## config.mk

```make
export PLATFORM = sky130hd
export DESIGN_NAME = ssxa_datapath
export DESIGN_NICKNAME = d
export VERILOG_FILES = /design/src/design/ssxa_pkg.sv /design/src/design/ssxa_flag_if.sv /design/src/design/ssxa_alu_core.sv /design/src/design/ssxa_datapath.sv
export SDC_FILE = /design/constraint.sdc
export NUM_CORES = 1
export LEC_CHECK = 0
export ABC_CLOCK_PERIOD_IN_PS = 4400
export BUFFER_PORTS_ARGS = -buffer_cell sky130_fd_sc_hd__buf_2
export CAP_MARGIN = 10
export CELL_PAD_IN_SITES_DETAIL_PLACEMENT = 1
export CELL_PAD_IN_SITES_GLOBAL_PLACEMENT = 1
export CORE_MARGIN = 2
export CORE_UTILIZATION = 43
export CTS_CLUSTER_SIZE = 10
export DETAILED_ROUTE_END_ITERATION = 10
export PLACE_DENSITY_LB_ADDON = 0.1
export SYNTH_ARGS = -nofsm -noshare
export SYNTH_HDL_FRONTEND = slang
export SYNTH_SLANG_ARGS = --single-unit
export TNS_END_PERCENT = 10
```

## constraint.sdc

```tcl
create_clock -name core_clk -period 4.4 [get_ports core_clk]
set_input_delay 0.22 -clock core_clk [delete_from_list [all_inputs] [get_ports core_clk]]
set_output_delay 0.22 -clock core_clk [all_outputs]
set_load 0.05 [all_outputs]
```

## src/design/ssxa_pkg.sv

```systemverilog
// Package of constants and types for the subtract, swap and xor datapath
// ----------------------------------------------------------------------
// Function
// - Subtract-acc-from-file computes file minus accumulator; file address limited 0..127.
// - Destination bit 0 writes accumulator, 1 writes back to addressed file register.
// - Subtract updates carry, nibble borrow, zero; carry clear when acc exceeds file.
// - Subtract-with-borrow computes file minus acc minus inverted carry, routed by destination.
// - Nibble exchange swaps file halves into result; flags unchanged.
// - Xor literal into acc with 8-bit immediate; result to acc, zero only.
// - Direction load copies acc to port A, B, C direction for operand 5, 6, 7.
// - Xor acc with file, routed by destination bit, updates only zero.
// ----------------------------------------------------------------------
package ssxa_pkg;

  localparam int          DATA_W      = 8;
  localparam int          ADDR_W      = 7;
  localparam logic [6:0]  FILE_MAX    = 7'h7f;
  localparam logic [2:0]  DIR_SEL_A   = 3'h5;
  localparam logic [2:0]  DIR_SEL_B   = 3'h6;
  localparam logic [2:0]  DIR_SEL_C   = 3'h7;
  localparam logic [7:0]  ACC_RESET   = 8'h00;
  localparam logic [7:0]  DIR_RESET   = 8'hff;
  localparam logic        FLAG_RESET  = 1'b0;
  localparam logic        DEST_ACC    = 1'b0;
  localparam logic        DEST_FILE   = 1'b1;

  typedef enum logic [2:0] {
    OP_NONE,
    OP_SUBTRACT_ACC_FROM_FILE,
    OP_SUBTRACT_WITH_BORROW,
    OP_NIBBLE_EXCHANGE,
    OP_XOR_LITERAL_INTO_ACC,
    OP_XOR_ACC_WITH_FILE,
    OP_PIN_DIRECTION_LOAD
  } ssxa_op_t;

endpackage

```

## src/design/ssxa_flag_if.sv

```systemverilog
// Interface carrying the arithmetic result and flag outcome
`timescale 1ns/1ns
interface ssxa_flag_if;
  logic [7:0] result;
  logic       carryOut;
  logic       nibbleBorrowOut;
  logic       zeroOut;
  modport producer (output result, output carryOut, output nibbleBorrowOut, output zeroOut);
  modport consumer (input result, input carryOut, input nibbleBorrowOut, input zeroOut);
endinterface

```

## src/design/ssxa_alu_core.sv

```systemverilog
// Combinational arithmetic core for the six operations
`timescale 1ns/1ns
module ssxa_alu_core (
  // Operation and operands
  input  wire ssxa_pkg::ssxa_op_t op,
  input  wire logic [7:0]         accVal,
  input  wire logic [7:0]         fileVal,
  input  wire logic [7:0]         literal,
  input  wire logic               carryIn,
  // Result
  ssxa_flag_if.producer           res
);

  logic [8:0] fullDiff;
  logic [4:0] lowDiff;
  logic       borrowIn;

  always_comb begin
    borrowIn = (op == ssxa_pkg::OP_SUBTRACT_WITH_BORROW) ? ~carryIn : 1'b0;
    // Carry in 9-bit add of inverted acc: set means no borrow
    fullDiff = {1'b0, fileVal} + {1'b0, ~accVal} + {8'h00, ~borrowIn};
    lowDiff  = {1'b0, fileVal[3:0]} + {1'b0, ~accVal[3:0]} + {4'h0, ~borrowIn};
    res.carryOut        = fullDiff[8];
    res.nibbleBorrowOut = lowDiff[4];
    case (op)
      ssxa_pkg::OP_SUBTRACT_ACC_FROM_FILE,
      ssxa_pkg::OP_SUBTRACT_WITH_BORROW: res.result = fullDiff[7:0];
      ssxa_pkg::OP_NIBBLE_EXCHANGE:      res.result = {fileVal[3:0], fileVal[7:4]};
      ssxa_pkg::OP_XOR_LITERAL_INTO_ACC: res.result = accVal ^ literal;
      ssxa_pkg::OP_XOR_ACC_WITH_FILE:    res.result = accVal ^ fileVal;
      ssxa_pkg::OP_PIN_DIRECTION_LOAD:   res.result = accVal;
      default:                           res.result = 8'h00;
    endcase
    res.zeroOut = (res.result == 8'h00);
  end

endmodule // ssxa_alu_core

```

## src/design/ssxa_datapath.sv

```systemverilog
// Top of the subtract, swap, xor and direction-load datapath
`timescale 1ns/1ns
module ssxa_datapath (
  // Clock and reset
  input  wire logic               core_clk,
  input  wire logic               reset_n,
  // Decoded instruction
  input  wire logic               instValid,
  input  wire ssxa_pkg::ssxa_op_t instOp,
  input  wire logic [6:0]         fileAddr,
  input  wire logic               destBit,
  input  wire logic [7:0]         literal,
  // Register file read port
  input  wire logic [7:0]         fileRdData,
  // Register file write port
  output logic                    fileWrEn,
  output logic [6:0]              fileWrAddr,
  output logic [7:0]              fileWrData,
  // Architectural state
  output logic [7:0]              accOut,
  output logic                    carryFlag,
  output logic                    nibbleBorrowFlag,
  output logic                    zeroFlag,
  output logic [7:0]              portADirection,
  output logic [7:0]              portBDirection,
  output logic [7:0]              portCDirection
);

  // ----------------------------------------------------------------
  // Reset synchroniser
  // ----------------------------------------------------------------
  logic rstMeta_q;
  logic rstSync_q;

  always_ff @(posedge core_clk or negedge reset_n) begin
    if (!reset_n) begin
      rstMeta_q <= 1'b0;
      rstSync_q <= 1'b0;
    end else begin
      rstMeta_q <= 1'b1;
      rstSync_q <= rstMeta_q;
    end
  end

  // ----------------------------------------------------------------
  // Arithmetic core
  // ----------------------------------------------------------------
  ssxa_flag_if aluRes ();

  logic [7:0] acc_q,   acc_d;
  logic       carry_q, carry_d;
  logic       nib_q,   nib_d;
  logic       zero_q,  zero_d;
  logic [7:0] dirA_q,  dirA_d;
  logic [7:0] dirB_q,  dirB_d;
  logic [7:0] dirC_q,  dirC_d;
  logic       wrEn_q,  wrEn_d;
  logic [6:0] wrAddr_q, wrAddr_d;
  logic [7:0] wrData_q, wrData_d;

  ssxa_alu_core uCore (
    .op      (instOp),
    .accVal  (acc_q),
    .fileVal (fileRdData),
    .literal (literal),
    .carryIn (carry_q),
    .res     (aluRes.producer)
  );

  function automatic logic usesDest(input ssxa_pkg::ssxa_op_t o);
    usesDest = (o == ssxa_pkg::OP_SUBTRACT_ACC_FROM_FILE) || (o == ssxa_pkg::OP_SUBTRACT_WITH_BORROW) ||
               (o == ssxa_pkg::OP_NIBBLE_EXCHANGE) || (o == ssxa_pkg::OP_XOR_ACC_WITH_FILE);
  endfunction

  // ----------------------------------------------------------------
  // Next state
  // ----------------------------------------------------------------
  always_comb begin
    acc_d    = acc_q;
    carry_d  = carry_q;
    nib_d    = nib_q;
    zero_d   = zero_q;
    dirA_d   = dirA_q;
    dirB_d   = dirB_q;
    dirC_d   = dirC_q;
    wrEn_d   = 1'b0;
    wrAddr_d = wrAddr_q;
    wrData_d = wrData_q;
    if (instValid) begin
      if (usesDest(instOp)) begin
        if (destBit == ssxa_pkg::DEST_FILE) begin
          wrEn_d   = 1'b1;
          wrAddr_d = fileAddr & ssxa_pkg::FILE_MAX;
          wrData_d = aluRes.result;
        end else begin
          acc_d = aluRes.result;
        end
      end
      case (instOp)
        ssxa_pkg::OP_SUBTRACT_ACC_FROM_FILE,
        ssxa_pkg::OP_SUBTRACT_WITH_BORROW: begin
          carry_d = aluRes.carryOut;
          nib_d   = aluRes.nibbleBorrowOut;
          zero_d  = aluRes.zeroOut;
        end
        ssxa_pkg::OP_XOR_LITERAL_INTO_ACC: begin
          acc_d  = aluRes.result;
          zero_d = aluRes.zeroOut;
        end
        ssxa_pkg::OP_XOR_ACC_WITH_FILE: begin
          zero_d = aluRes.zeroOut;
        end
        ssxa_pkg::OP_PIN_DIRECTION_LOAD: begin
          if (fileAddr[2:0] == ssxa_pkg::DIR_SEL_A && fileAddr[6:3] == 4'h0) begin
            dirA_d = acc_q;
          end else if (fileAddr[2:0] == ssxa_pkg::DIR_SEL_B && fileAddr[6:3] == 4'h0) begin
            dirB_d = acc_q;
          end else if (fileAddr[2:0] == ssxa_pkg::DIR_SEL_C && fileAddr[6:3] == 4'h0) begin
            dirC_d = acc_q;
          end
        end
        default: begin
        end
      endcase
    end
  end

  always_ff @(posedge core_clk or negedge rstSync_q) begin
    if (!rstSync_q) begin
      acc_q    <= ssxa_pkg::ACC_RESET;
      carry_q  <= ssxa_pkg::FLAG_RESET;
      nib_q    <= ssxa_pkg::FLAG_RESET;
      zero_q   <= ssxa_pkg::FLAG_RESET;
      dirA_q   <= ssxa_pkg::DIR_RESET;
      dirB_q   <= ssxa_pkg::DIR_RESET;
      dirC_q   <= ssxa_pkg::DIR_RESET;
      wrEn_q   <= 1'b0;
      wrAddr_q <= 7'h00;
      wrData_q <= 8'h00;
    end else begin
      acc_q    <= acc_d;
      carry_q  <= carry_d;
      nib_q    <= nib_d;
      zero_q   <= zero_d;
      dirA_q   <= dirA_d;
      dirB_q   <= dirB_d;
      dirC_q   <= dirC_d;
      wrEn_q   <= wrEn_d;
      wrAddr_q <= wrAddr_d;
      wrData_q <= wrData_d;
    end
  end

  assign fileWrEn         = wrEn_q;
  assign fileWrAddr       = wrAddr_q;
  assign fileWrData       = wrData_q;
  assign accOut           = acc_q;
  assign carryFlag        = carry_q;
  assign nibbleBorrowFlag = nib_q;
  assign zeroFlag         = zero_q;
  assign portADirection   = dirA_q;
  assign portBDirection   = dirB_q;
  assign portCDirection   = dirC_q;
endmodule // ssxa_datapath

```

Word-level counts from Yosys, hierarchy flattened:

Cells that the tools add are included.

* add/subtract/negate cells: 4
* equality and inequality tests: 10
* multiplexer cells: 8
* bitwise logic cells: 8
* reduce and logical (&&, ||, !) cells: 18

Operators with widths (number)
* one-hot mux 8 bit (5 select lines): 1
* 2-to-1 mux 8 bit: 3
* equality test 3 bit, second input constant: 6
* XOR 8 bit: 2
* adder 8 x 8 -> 9 bit: 1
* adder 9 x 1 -> 9 bit: 1
* AND reduction 3 bit: 3
* logical NOT 8 bit: 1
* inverter 8 bit: 1
* equality test 3 x 2 -> 1 bit, second input constant: 2
* adder 4 x 4 -> 5 bit: 1
* adder 5 x 1 -> 5 bit: 1
* AND reduction 5 bit: 1
* logical NOT 4 bit: 1
* 2-to-1 mux 1 bit: 4
* inverter 1 bit: 4
* inverter 4 bit: 1
* AND reduction 2 bit: 2
* AND reduction 4 bit: 1
* OR reduction 4 bit: 1
* equality test 3 x 1 -> 1 bit, second input constant: 1
* logical AND 1 bit: 3
* logical OR 1 bit: 3
* inequality test 2 x 1 -> 1 bit, second input constant: 1
* other kinds (2): 2

* flip-flop bits (word level): 53
* input bits: 30

Longest topological paths before layout:

Gate-level depths: netlist of the first run.

* depth in word-level cells: 8
* gate-level depth with buffers: 13
* depth with buffers taken out: 11

Cells and area by module:

Synthesis of the first run repeated with hierarchy kept, for this count alone.

* cell total of the unflattened synthesis: 294
* area total of the unflattened synthesis: 3254.4 um2

Modules (own cells, without submodules)
* ssxa_datapath: instances 1, cells an instance 169, area an instance 2366.0 um2
* ssxa_alu_core: instances 1, cells an instance 125, area an instance 888.4 um2

Worst setup path after synthesis of the first run:

Ideal clock, no wire load.

* path kind: input to register
* from: in instOp[0]
* to: reg zero_q, in the netlist zeroFlag
* setup time: 103 ps
* arrival: 2961 ps
* data required time: 4297 ps
* slack: 1335 ps
* stages on the path: 13
* buffers on the path: 3
* cells stage by stage: buf_6 > buf_6 > buf_4 > or4_1 > fa_1 > inv_1 > fa_1 > nor2b_1 > nor4_1 > a221oi_2 > nand4_1 > or4_1 > o41ai_2

* cells in the longest elaborated chain, start to end: 6
* elaborated cells between the ends (all ways): 14
* classes of those cells: 1 x add/sub; 6 x eq/ne; 2 x mux; 1 x bitwise; 4 x reduce/logical

RTL lines
* start: declaration: RTL line ssxa_datapath.sv:9 `input wire ssxa_pkg::ssxa_op_t instOp,`
* equality test 3 x 2 -> 1 bit: RTL line ssxa_alu_core.sv:19, ssxa_alu_core.sv:25, ssxa_datapath.sv:99
* 2-to-1 mux 1 bit: RTL line ssxa_alu_core.sv:19 `borrowIn = (op == ssxa_pkg::OP_SUBTRACT_WITH_BORROW) ? ~carryIn : 1'b0;`
* inverter 1 bit: RTL line ssxa_alu_core.sv:21 `fullDiff = {1'b0, fileVal} + {1'b0, ~accVal} + {8'h00, ~borrowIn};`
* adder 9 x 1 -> 9 bit: RTL line ssxa_alu_core.sv:21
* one-hot mux 8 bit (5 select lines): RTL line ssxa_alu_core.sv:25 `case (op)`
* logical NOT 8 bit: RTL line ssxa_alu_core.sv:34 `res.zeroOut = (res.result == 8'h00);`
* end signal: assignment: RTL line ssxa_datapath.sv:133 `zero_q <= ssxa_pkg::FLAG_RESET;`
* end signal: assignment: RTL line ssxa_datapath.sv:144 `zero_q <= zero_d;`
* end: declaration: RTL line ssxa_datapath.sv:53 `logic zero_q, zero_d;`

Several ways; a longest one is shown, not always the timed one.
A chain may end at the register's enable or synchronous reset.

Worst setup path in the final report of the first run:

* from: in instOp[1]
* to: reg zero_q, in the netlist zeroFlag

Same word-level chain as after synthesis.

==> reports/metrics.sh, run 1 <==
RUN_STATUS='complete, no violations'
MOSTFREQUENTLAYOUTCELLS='sky130_fd_sc_hd__buf_2, sky130_fd_sc_hd__nand2_1, sky130_fd_sc_hd__dfrtp_1'
LAYOUT_SETUP_WS_PS=1270
CORE_AREA_UM2=6390
PEAKVDDDROP_mV=0.282
REG2REG_START='carryFlag'
DIE_WIDTH_UM=85.5
WORST_CASE_HEADROOM_TO_THE_MAX_SLEW_LIMIT_PCT=26.8
DETAIL_ROUTE.VIAS_PER_CELL=5.56
SYNTH.LIB_CELLS_USED.DISTINCT=51
COMBINED_AREA_OF_ALL_SYNTHESIZED_CELLS_UM2=2860
TIMING.FINAL.CRIT_SHARE_PCT=71.1
GRT-OVFL-TOTAL=0
STATIC-LEAKAGE-POWER_nW=1.56
ANTENNA_FOUND_INITIAL=0
AVERAGE_CELL_AREA_AFTER_SYNTHESIS_UM2=10.6
TIMING.CRITICAL_PATH.TO='zeroFlag'
MAXIMUM_NUMBER_OF_PINS_ON_ONE_NET_BEFORE_GLOBAL_ROUTE_REPAIR=52
CRITICALPATHCATEGORY='primary input to flip-flop'
CTS_BUFFER_DEPTH=2
CTS.REPORTEDPATHS.CLKPINSLEW_PS=100
DOMINANT_REGISTER_CELL_IN_THE_SYNTHESIZED_NETLIST='sky130_fd_sc_hd__dfrtp_1'
TOTAL_OF_MAX_CAP_VIOLATIONS=0
YS_ASYNC_SR_FRACTION_PCT=100
YS.WARNINGS.COUNT=0
FLOORPLAN.INITIALDENSITY_PCT=44.8
CRIT_ARRIVAL_PS=3340
TIMING.SETUP.TNS_PS=0
CLOCK.FMAX_MHz=320
FINAL_COMMON_CELL='sky130_fd_sc_hd__buf_2'
GR_UTIL_ALL_LAYERS_PCT=23.6
TOTAL_POWER_W=0.00177
SYNTH-SEQ-CELLS=53
POST_LAYOUT_INSTANCE_COUNT_EXCLUDING_FILLER_CELLS=423
POWER_PER_CELL_AREA_nW_PER_UM2=522
GP_ROUTABILITY_CONGESTION=0.896
FINALWIRELENGTH_UM=8110
CLOCK_SKEW_PS=11.8
H_TREE_DEPTH=2
TIGHTESTPINTRANSITION_PS=1100
RR_WORST_DEPTH=10
DESIGN.FINAL.NETS=384
CTS_BUFFERS=5
R2R-END='zeroFlag'
SYNTH-EDFF-COUNT=0
WL_PER_CELL_UM=19.2
SYNTH_TOP_AREA_SHARE_PCT=25.4
DIE_H_UM=85.5
LAYOUT_MIN_CYCLE_TIME_PS=3130
GRT_SETUP_UNREPAIRED='no'
LAYOUT-DRIVE-GT1-SHARE_PCT=42.2
CRIT_PATH_START='instOp[1]'
ANTENNA_CELLS_INSERTED=0
FINAL-MAX-SLEW-VIOLATION-COUNT=0
SYNTH_TOP_CELLS_BY_AREA='sky130_fd_sc_hd__dfrtp_1, sky130_fd_sc_hd__dfstp_2, sky130_fd_sc_hd__mux2_2, sky130_fd_sc_hd__o21ai_0, sky130_fd_sc_hd__nand2_1'
CRIT_REQUIRED_PS=4610
DPL.CELL_COUNT=414
HPWLAFTERDP_UM=6210
BUFFER_PORTS.INSERTED=80
LAYOUT-AREA-OVERHEAD-VS-SYNTH_PCT=18.5
CTS_TREE='done'
SYNTHCELLS=269
TIMING.REG2REG.SETUP_SLACK_PS=1390
SINK_COUNT=53
CRITPATHMAXFANOUT=18
SETUP.WORST_PATH.END_CLASS='flip-flop'
NUMBER_OF_SETUP_VIOLATIONS_IN_THE_FINAL_REPORT=0
CTS-ROOT-BUF='sky130_fd_sc_hd__clkbuf_8'
PRE_CTS_SLACK_PS=966
DR.PASS1.ITERS=4
FLOORPLAN.DIE_AREA_UM2=7320
TOP_LEVEL_PORTS=81
HOLD_VIOLATIONS=0
SEQ_AREA_FRAC_SYNTH_PCT=47.4
MAPPEDNETLISTNETS=308
POST-SYNTH-TOP-AREA-CELL='sky130_fd_sc_hd__dfrtp_1'
GRT_PASS1_VIAS=2413
START_KIND='primary input'
DRC_ERRORS=0
ROWS=29
ROUTED-VIA-COUNT=2351
GRT_FIRST_PASS_WIRELENGTH_UM=13100
ANTENNA_LEFT=0
SETUP_FIX_BUFFERS_ADDED_AFTER_CLOCK_TREE_SYNTHESIS=0
DETAIL_ROUTE.ITER0.VIOLATIONS=106
MIN_PATH_TYPE='primary input to flip-flop'
WORST_SKEW_LATE_LATENCY_PS=320
## flip-flops by register name (all words and copies together) (netlist names)
| name | count |
|---|---|
| portCDirection | 8 |
| accOut | 8 |
| portBDirection | 8 |
| portADirection | 8 |
| zeroFlag | 1 |
| fileWrData | 8 |
| nibbleBorrowFlag | 1 |
| fileWrEn | 1 |
| fileWrAddr | 7 |
| carryFlag | 1 |
| rstMeta_q | 1 |
| rstSync_q | 1 |
## synth_stat cells (all sizes together) (2+ instances only)
master	instances
dfrtp	29
nand2	29
o21ai	26
dfstp	24
mux2	24
nor2	17
inv	13
a21oi	11
xnor2	8
buf	7
ha	7
mux2i	7
nor2b	6
a22oi	5
clkbuf	5
a211oi	4
a22o	4
nand3	4
xor2	3
fa	2
nand2b	2
nand4b	2
nor4	2
o211ai	2
o21a	2
o221ai	2
o31ai	2
o41ai	2
or2	2
or4	2
## repair_timing
| action | in CTS | in global routing |
|---|---|---|
| hold buffers | 1 | 0 |
| endpoints found under the hold margin | 2 | 0 |
| gates resized for setup | 0 | 0 |
## cell families (layout without fill, tap and decap cells)
family,Yosys count,after routing,synth area share [%]
compound gates,68,68,16.0
xor+xnor,11,11,3.37
fa+ha+maj,9,9,4.46
buf+inv,25,102,4.29
flops,53,53,47.4
mux,31,31,11.9
other cells,1,1,0.131
simple gates,71,71,12.4
## stage by stage
step / hold slack [ps] / instance area [um^2] / utilization [%]
global route: 153 / 3390 / 53.1
global placement: 6.05 / 3280 / 51.4
CTS: 140 / 3390 / 53.1
detailed placement: 10.1 / 3280 / 51.4
floorplan: -75.6 / 2860 / -
finish: 152 / 3390 / 53.1
## layer usage
layer | up-vias | wire length, um | track usage [%]
met5 | - | 0 | 0
met4 | 0 | 70 | 5.77
met3 | 5 | 365 | 2.69
met2 | 71 | 3990 | 39.2
met1 | 1164 | 3690 | 33.3
li1 | 1111 | - | -
## layout make-up
class | instances | area, um^2
Clock buffer | 5 | 68.8
Clock inverter | 3 | 26.3
Fill cell | 750 | 3000
Inverter | 13 | 48.8
Multi-Input combinational cell | 191 | 1380
Sequential cell | 53 | 1360
Tap cell | 77 | 96.3
Timing Repair Buffer | 81 | 410
## where the power goes
part           leakage (nW)  internal, W  switching [W]
Sequential            0.599     0.000571      0.0000941
Clock                0.0423     0.000116       0.000184
Combinational         0.918     0.000241       0.000562
## how the worst min path moves through the flow
stage	startpoint	to	slack, ps	cells past startpoint
floorplan	reset_n	rstMeta_q	-80	0
global placement	reset_n	rstMeta_q	6	1
detailed placement	reset_n	rstMeta_q	10	1
CTS	fileAddr[6]	fileWrAddr[6]	140	2
global route	fileAddr[4]	fileWrAddr[4]	150	2
finish	fileAddr[3]	fileWrAddr[3]	150	2
## critical path, stage by stage
cell                       delay (ps)
sky130_fd_sc_hd__buf_2            300
sky130_fd_sc_hd__inv_1            190
sky130_fd_sc_hd__or4_1            590
sky130_fd_sc_hd__fa_1             400
sky130_fd_sc_hd__inv_1             80
sky130_fd_sc_hd__fa_1             180
sky130_fd_sc_hd__nor2b_1          130
sky130_fd_sc_hd__nor4_1            60
sky130_fd_sc_hd__a221oi_2         270
sky130_fd_sc_hd__nand4_1          140
sky130_fd_sc_hd__or4_1            540
sky130_fd_sc_hd__o41ai_2          240
Note: power is estimated with default switching activity, not from simulation.
==> run 2, diff against run 1 <==
--- a/config.mk
+++ b/config.mk
@@ -5,13 +5,13 @@
 export SDC_FILE = /design/constraint.sdc
 export NUM_CORES = 1
 export LEC_CHECK = 0
-export ABC_CLOCK_PERIOD_IN_PS = 4400
+export ABC_CLOCK_PERIOD_IN_PS = 2700
 export BUFFER_PORTS_ARGS = -buffer_cell sky130_fd_sc_hd__buf_2
 export CAP_MARGIN = 10
 export CELL_PAD_IN_SITES_DETAIL_PLACEMENT = 1
 export CELL_PAD_IN_SITES_GLOBAL_PLACEMENT = 1
 export CORE_MARGIN = 2
-export CORE_UTILIZATION = 43
+export CORE_UTILIZATION = 36
 export CTS_CLUSTER_SIZE = 10
 export DETAILED_ROUTE_END_ITERATION = 10
 export PLACE_DENSITY_LB_ADDON = 0.1
==> constraint.sdc (replaced) <==
create_clock -name core_clk -period 2.7 [get_ports core_clk]
set_input_delay 0.135 -clock core_clk [delete_from_list [all_inputs] [get_ports core_clk]]
set_output_delay 0.135 -clock core_clk [all_outputs]
set_load 0.05 [all_outputs]
==> run 2 against run 1 <==
- the run now ends with setup timing left
- final area up 8.1%
- sequential share of layout area shrank 3.0 points
- setup slack got worse by 1400 ps
- critical path type is now flip-flop to flip-flop
- largest cell class unchanged
==> reports/metrics.sh, run 2 (synthesis gave the netlist of run 1 again) <==
PRE_CTS_SLACK_PS=-200
PEAKVDDDROP_mV=0.401
FINAL-MAX-SLEW-VIOLATION-COUNT=0
FLOORPLAN.DIE_AREA_UM2=8670
REG2REG_START='carryFlag'
TIMING.SETUP.TNS_PS=-193
WORST_CASE_HEADROOM_TO_THE_MAX_SLEW_LIMIT_PCT=44.1
DRC_ERRORS=0
H_TREE_DEPTH=2
CTS_BUFFER_DEPTH=2
HP-START='fileAddr[4]'
MOSTFREQUENTLAYOUTCELLS='sky130_fd_sc_hd__buf_2, sky130_fd_sc_hd__nand2_1, sky130_fd_sc_hd__dfrtp_1'
TOTAL_POWER_W=0.00306
CRIT_PATH_START='carryFlag'
CRITPATHMAXFANOUT=2
MIN_PATH_TYPE='primary input to flip-flop'
GRT_SETUP_UNREPAIRED='yes'
ROWS=32
POWER_PER_CELL_AREA_nW_PER_UM2=837
ANTENNA_CELLS_INSERTED=0
FINALWIRELENGTH_UM=8420
LAYOUT-AREA-OVERHEAD-VS-SYNTH_PCT=28.1
DR.PASS1.ITERS=4
ROUTED-VIA-COUNT=2414
CRIT_ARRIVAL_PS=3050
GRT_FIRST_PASS_WIRELENGTH_UM=13100
ANTENNA_LEFT=0
GRT-OVFL-TOTAL=0
TOTAL_OF_MAX_CAP_VIOLATIONS=0
NUMBER_OF_SETUP_VIOLATIONS_IN_THE_FINAL_REPORT=5
WORST_SKEW_LATE_LATENCY_PS=320
ANTENNA_FOUND_INITIAL=0
FINAL_COMMON_CELL='sky130_fd_sc_hd__buf_2'
TIMING.FINAL.CRIT_SHARE_PCT=105
BUFFER_PORTS.INSERTED=80
CTS_TREE='done'
CRITICALPATHCATEGORY='flip-flop to flip-flop'
FAILED_CHECKS='setup timing'
FINISH.INSTANCE_AREA_UM2=3660
FLOORPLAN.INITIALDENSITY_PCT=37.0
CTS-ROOT-BUF='sky130_fd_sc_hd__clkbuf_8'
LAYOUT_MIN_CYCLE_TIME_PS=2840
TOP_LEVEL_PORTS=81
HPWLAFTERDP_UM=6420
SINK_COUNT=53
GP_ROUTABILITY_CONGESTION=0.887
LAYOUT.CORE_UTILIZATION_PCT=47.4
HOLD_VIOLATIONS=0
DESIGN.FINAL.NETS=407
LAYOUT-DRIVE-GT1-SHARE_PCT=49.6
GATE_FAMILY_RESPONSIBLE_FOR_THE_MOST_DELAY_ALONG_THE_WORST_PATH='simple AND/OR/NAND/NOR gates'
CORE_AREA_UM2=7730
GR_UTIL_ALL_LAYERS_PCT=19.7
WL_PER_CELL_UM=17.9
WORST_PATH_LARGEST_CELL_DELAY_PS=510
CRIT_REQUIRED_PS=2920
DETAIL_ROUTE.ITER0.VIOLATIONS=38
STATIC-LEAKAGE-POWER_nW=1.69
GRT_PASS1_VIAS=2441
TIGHTESTPINTRANSITION_PS=838
MAXIMUM_NUMBER_OF_PINS_ON_ONE_NET_BEFORE_GLOBAL_ROUTE_REPAIR=38
SETUP.WORST_PATH.END_CLASS='flip-flop'
SLOWEST_STAGE='sky130_fd_sc_hd__or4_4'
PLACED_CELL_AREA_UM2=3480
DIE_WIDTH_UM=93.1
TIMING.CRITICAL_PATH.CELLS='or4_4 > fa_2 > inv_2 > fa_2 > nor2b_1 > nor4_1 > a221oi_2 > nand4_1 > or4_4 > o41ai_4'
LAYOUT_SETUP_WS_PS=-137
START_KIND='flip-flop'
TIMING.CRITICAL_PATH.BUF_INV=1
CTS_BUFFERS=5
CLOCK.FMAX_MHz=352
RUN_STATUS='complete, but fails checks'
CTS.REPORTEDPATHS.CLKPINSLEW_PS=110
CLOCK_SKEW_PS=9.60
DIE_H_UM=93.1
DETAIL_ROUTE.VIAS_PER_CELL=5.13
==> run 2: cell types whose count changed in the layout (fill, tap and decap cells not counted), moves of 2 or more <==
cell | previous run | this run
sky130_fd_sc_hd__o221ai_1 | 2 | 0
sky130_fd_sc_hd__fa_1 | 2 | 0
sky130_fd_sc_hd__o221ai_2 | 0 | 2
sky130_fd_sc_hd__buf_4 | 0 | 23
sky130_fd_sc_hd__fa_2 | 0 | 2
sky130_fd_sc_hd__or4_4 | 0 | 2
sky130_fd_sc_hd__or4_1 | 2 | 0
sky130_fd_sc_hd__o21ai_0 | 25 | 23
==> run 2: what timing repair did <==
item	4_1_cts	5_1_grt
buffers inserted	1	1
hold buffers	1	0
hold endpoints to repair	2	0
pin swaps	3	1
endpoints found under the setup margin	7	9
resized for setup	5	8
==> run 2: stage by stage <==
| stage | hold slack, ps | instances |
|---|---|---|
| after floorplan | -161 | 269 |
| after global placement | -77.7 | 460 |
| after detailed placement | -76.7 | 460 |
| after CTS | 59.8 | 470 |
| after global routing | 60.1 | 471 |
| final | 60.4 | 471 |
==> run 2: report_power, final <==
part	internal (W)	switching, W
clock network	0.000189	0.000297
registers	0.000932	0.000124
logic	0.000512	0.00101
total	0.00163	0.00143
==> run 2: layer usage <==
layer / track usage [%] / up-vias / share of wire, %
li1: - / 1155 / -
met1: 26.5 / 1185 / 46
met2: 33.3 / 63 / 49
met3: 3.30 / 11 / 3.7
met4: 4.78 / 0 / 1.3
met5: 0 / - / 0
==> run 2: cell type report <==
cell class                      count  area (um^2)
Tap cell                          102          128
Sequential cell                    53         1360
Clock buffer                        5         68.8
Clock inverter                      3         26.3
Timing Repair Buffer              104          583
Multi-Input combinational cell    191         1450
Fill cell                         922         4070
Inverter                           13         48.8
==> run 2: worst paths after layout <==
path / endpoint / slack (ps) / cells after the start
worst max-delay path: zeroFlag / -140 / 10
worst min-delay path: fileWrAddr[4] / 60 / 2
worst max register to register: zeroFlag / -140 / 10
worst min register to register: rstSync_q / 360 / 0
max in group asynchronous: portADirection[4] / 1570 / 1
min in group asynchronous: rstSync_q / 110 / 2
==> run 2: worst reg2reg max path, cell delays in order (launching register included) <==
cell and delay (ps):
sky130_fd_sc_hd__dfrtp_2 420, sky130_fd_sc_hd__or4_4 420, sky130_fd_sc_hd__fa_2 370, sky130_fd_sc_hd__inv_2 60
sky130_fd_sc_hd__fa_2 190, sky130_fd_sc_hd__nor2b_1 140, sky130_fd_sc_hd__nor4_1 70, sky130_fd_sc_hd__a221oi_2 220
sky130_fd_sc_hd__nand4_1 130, sky130_fd_sc_hd__or4_4 510, sky130_fd_sc_hd__o41ai_4 210
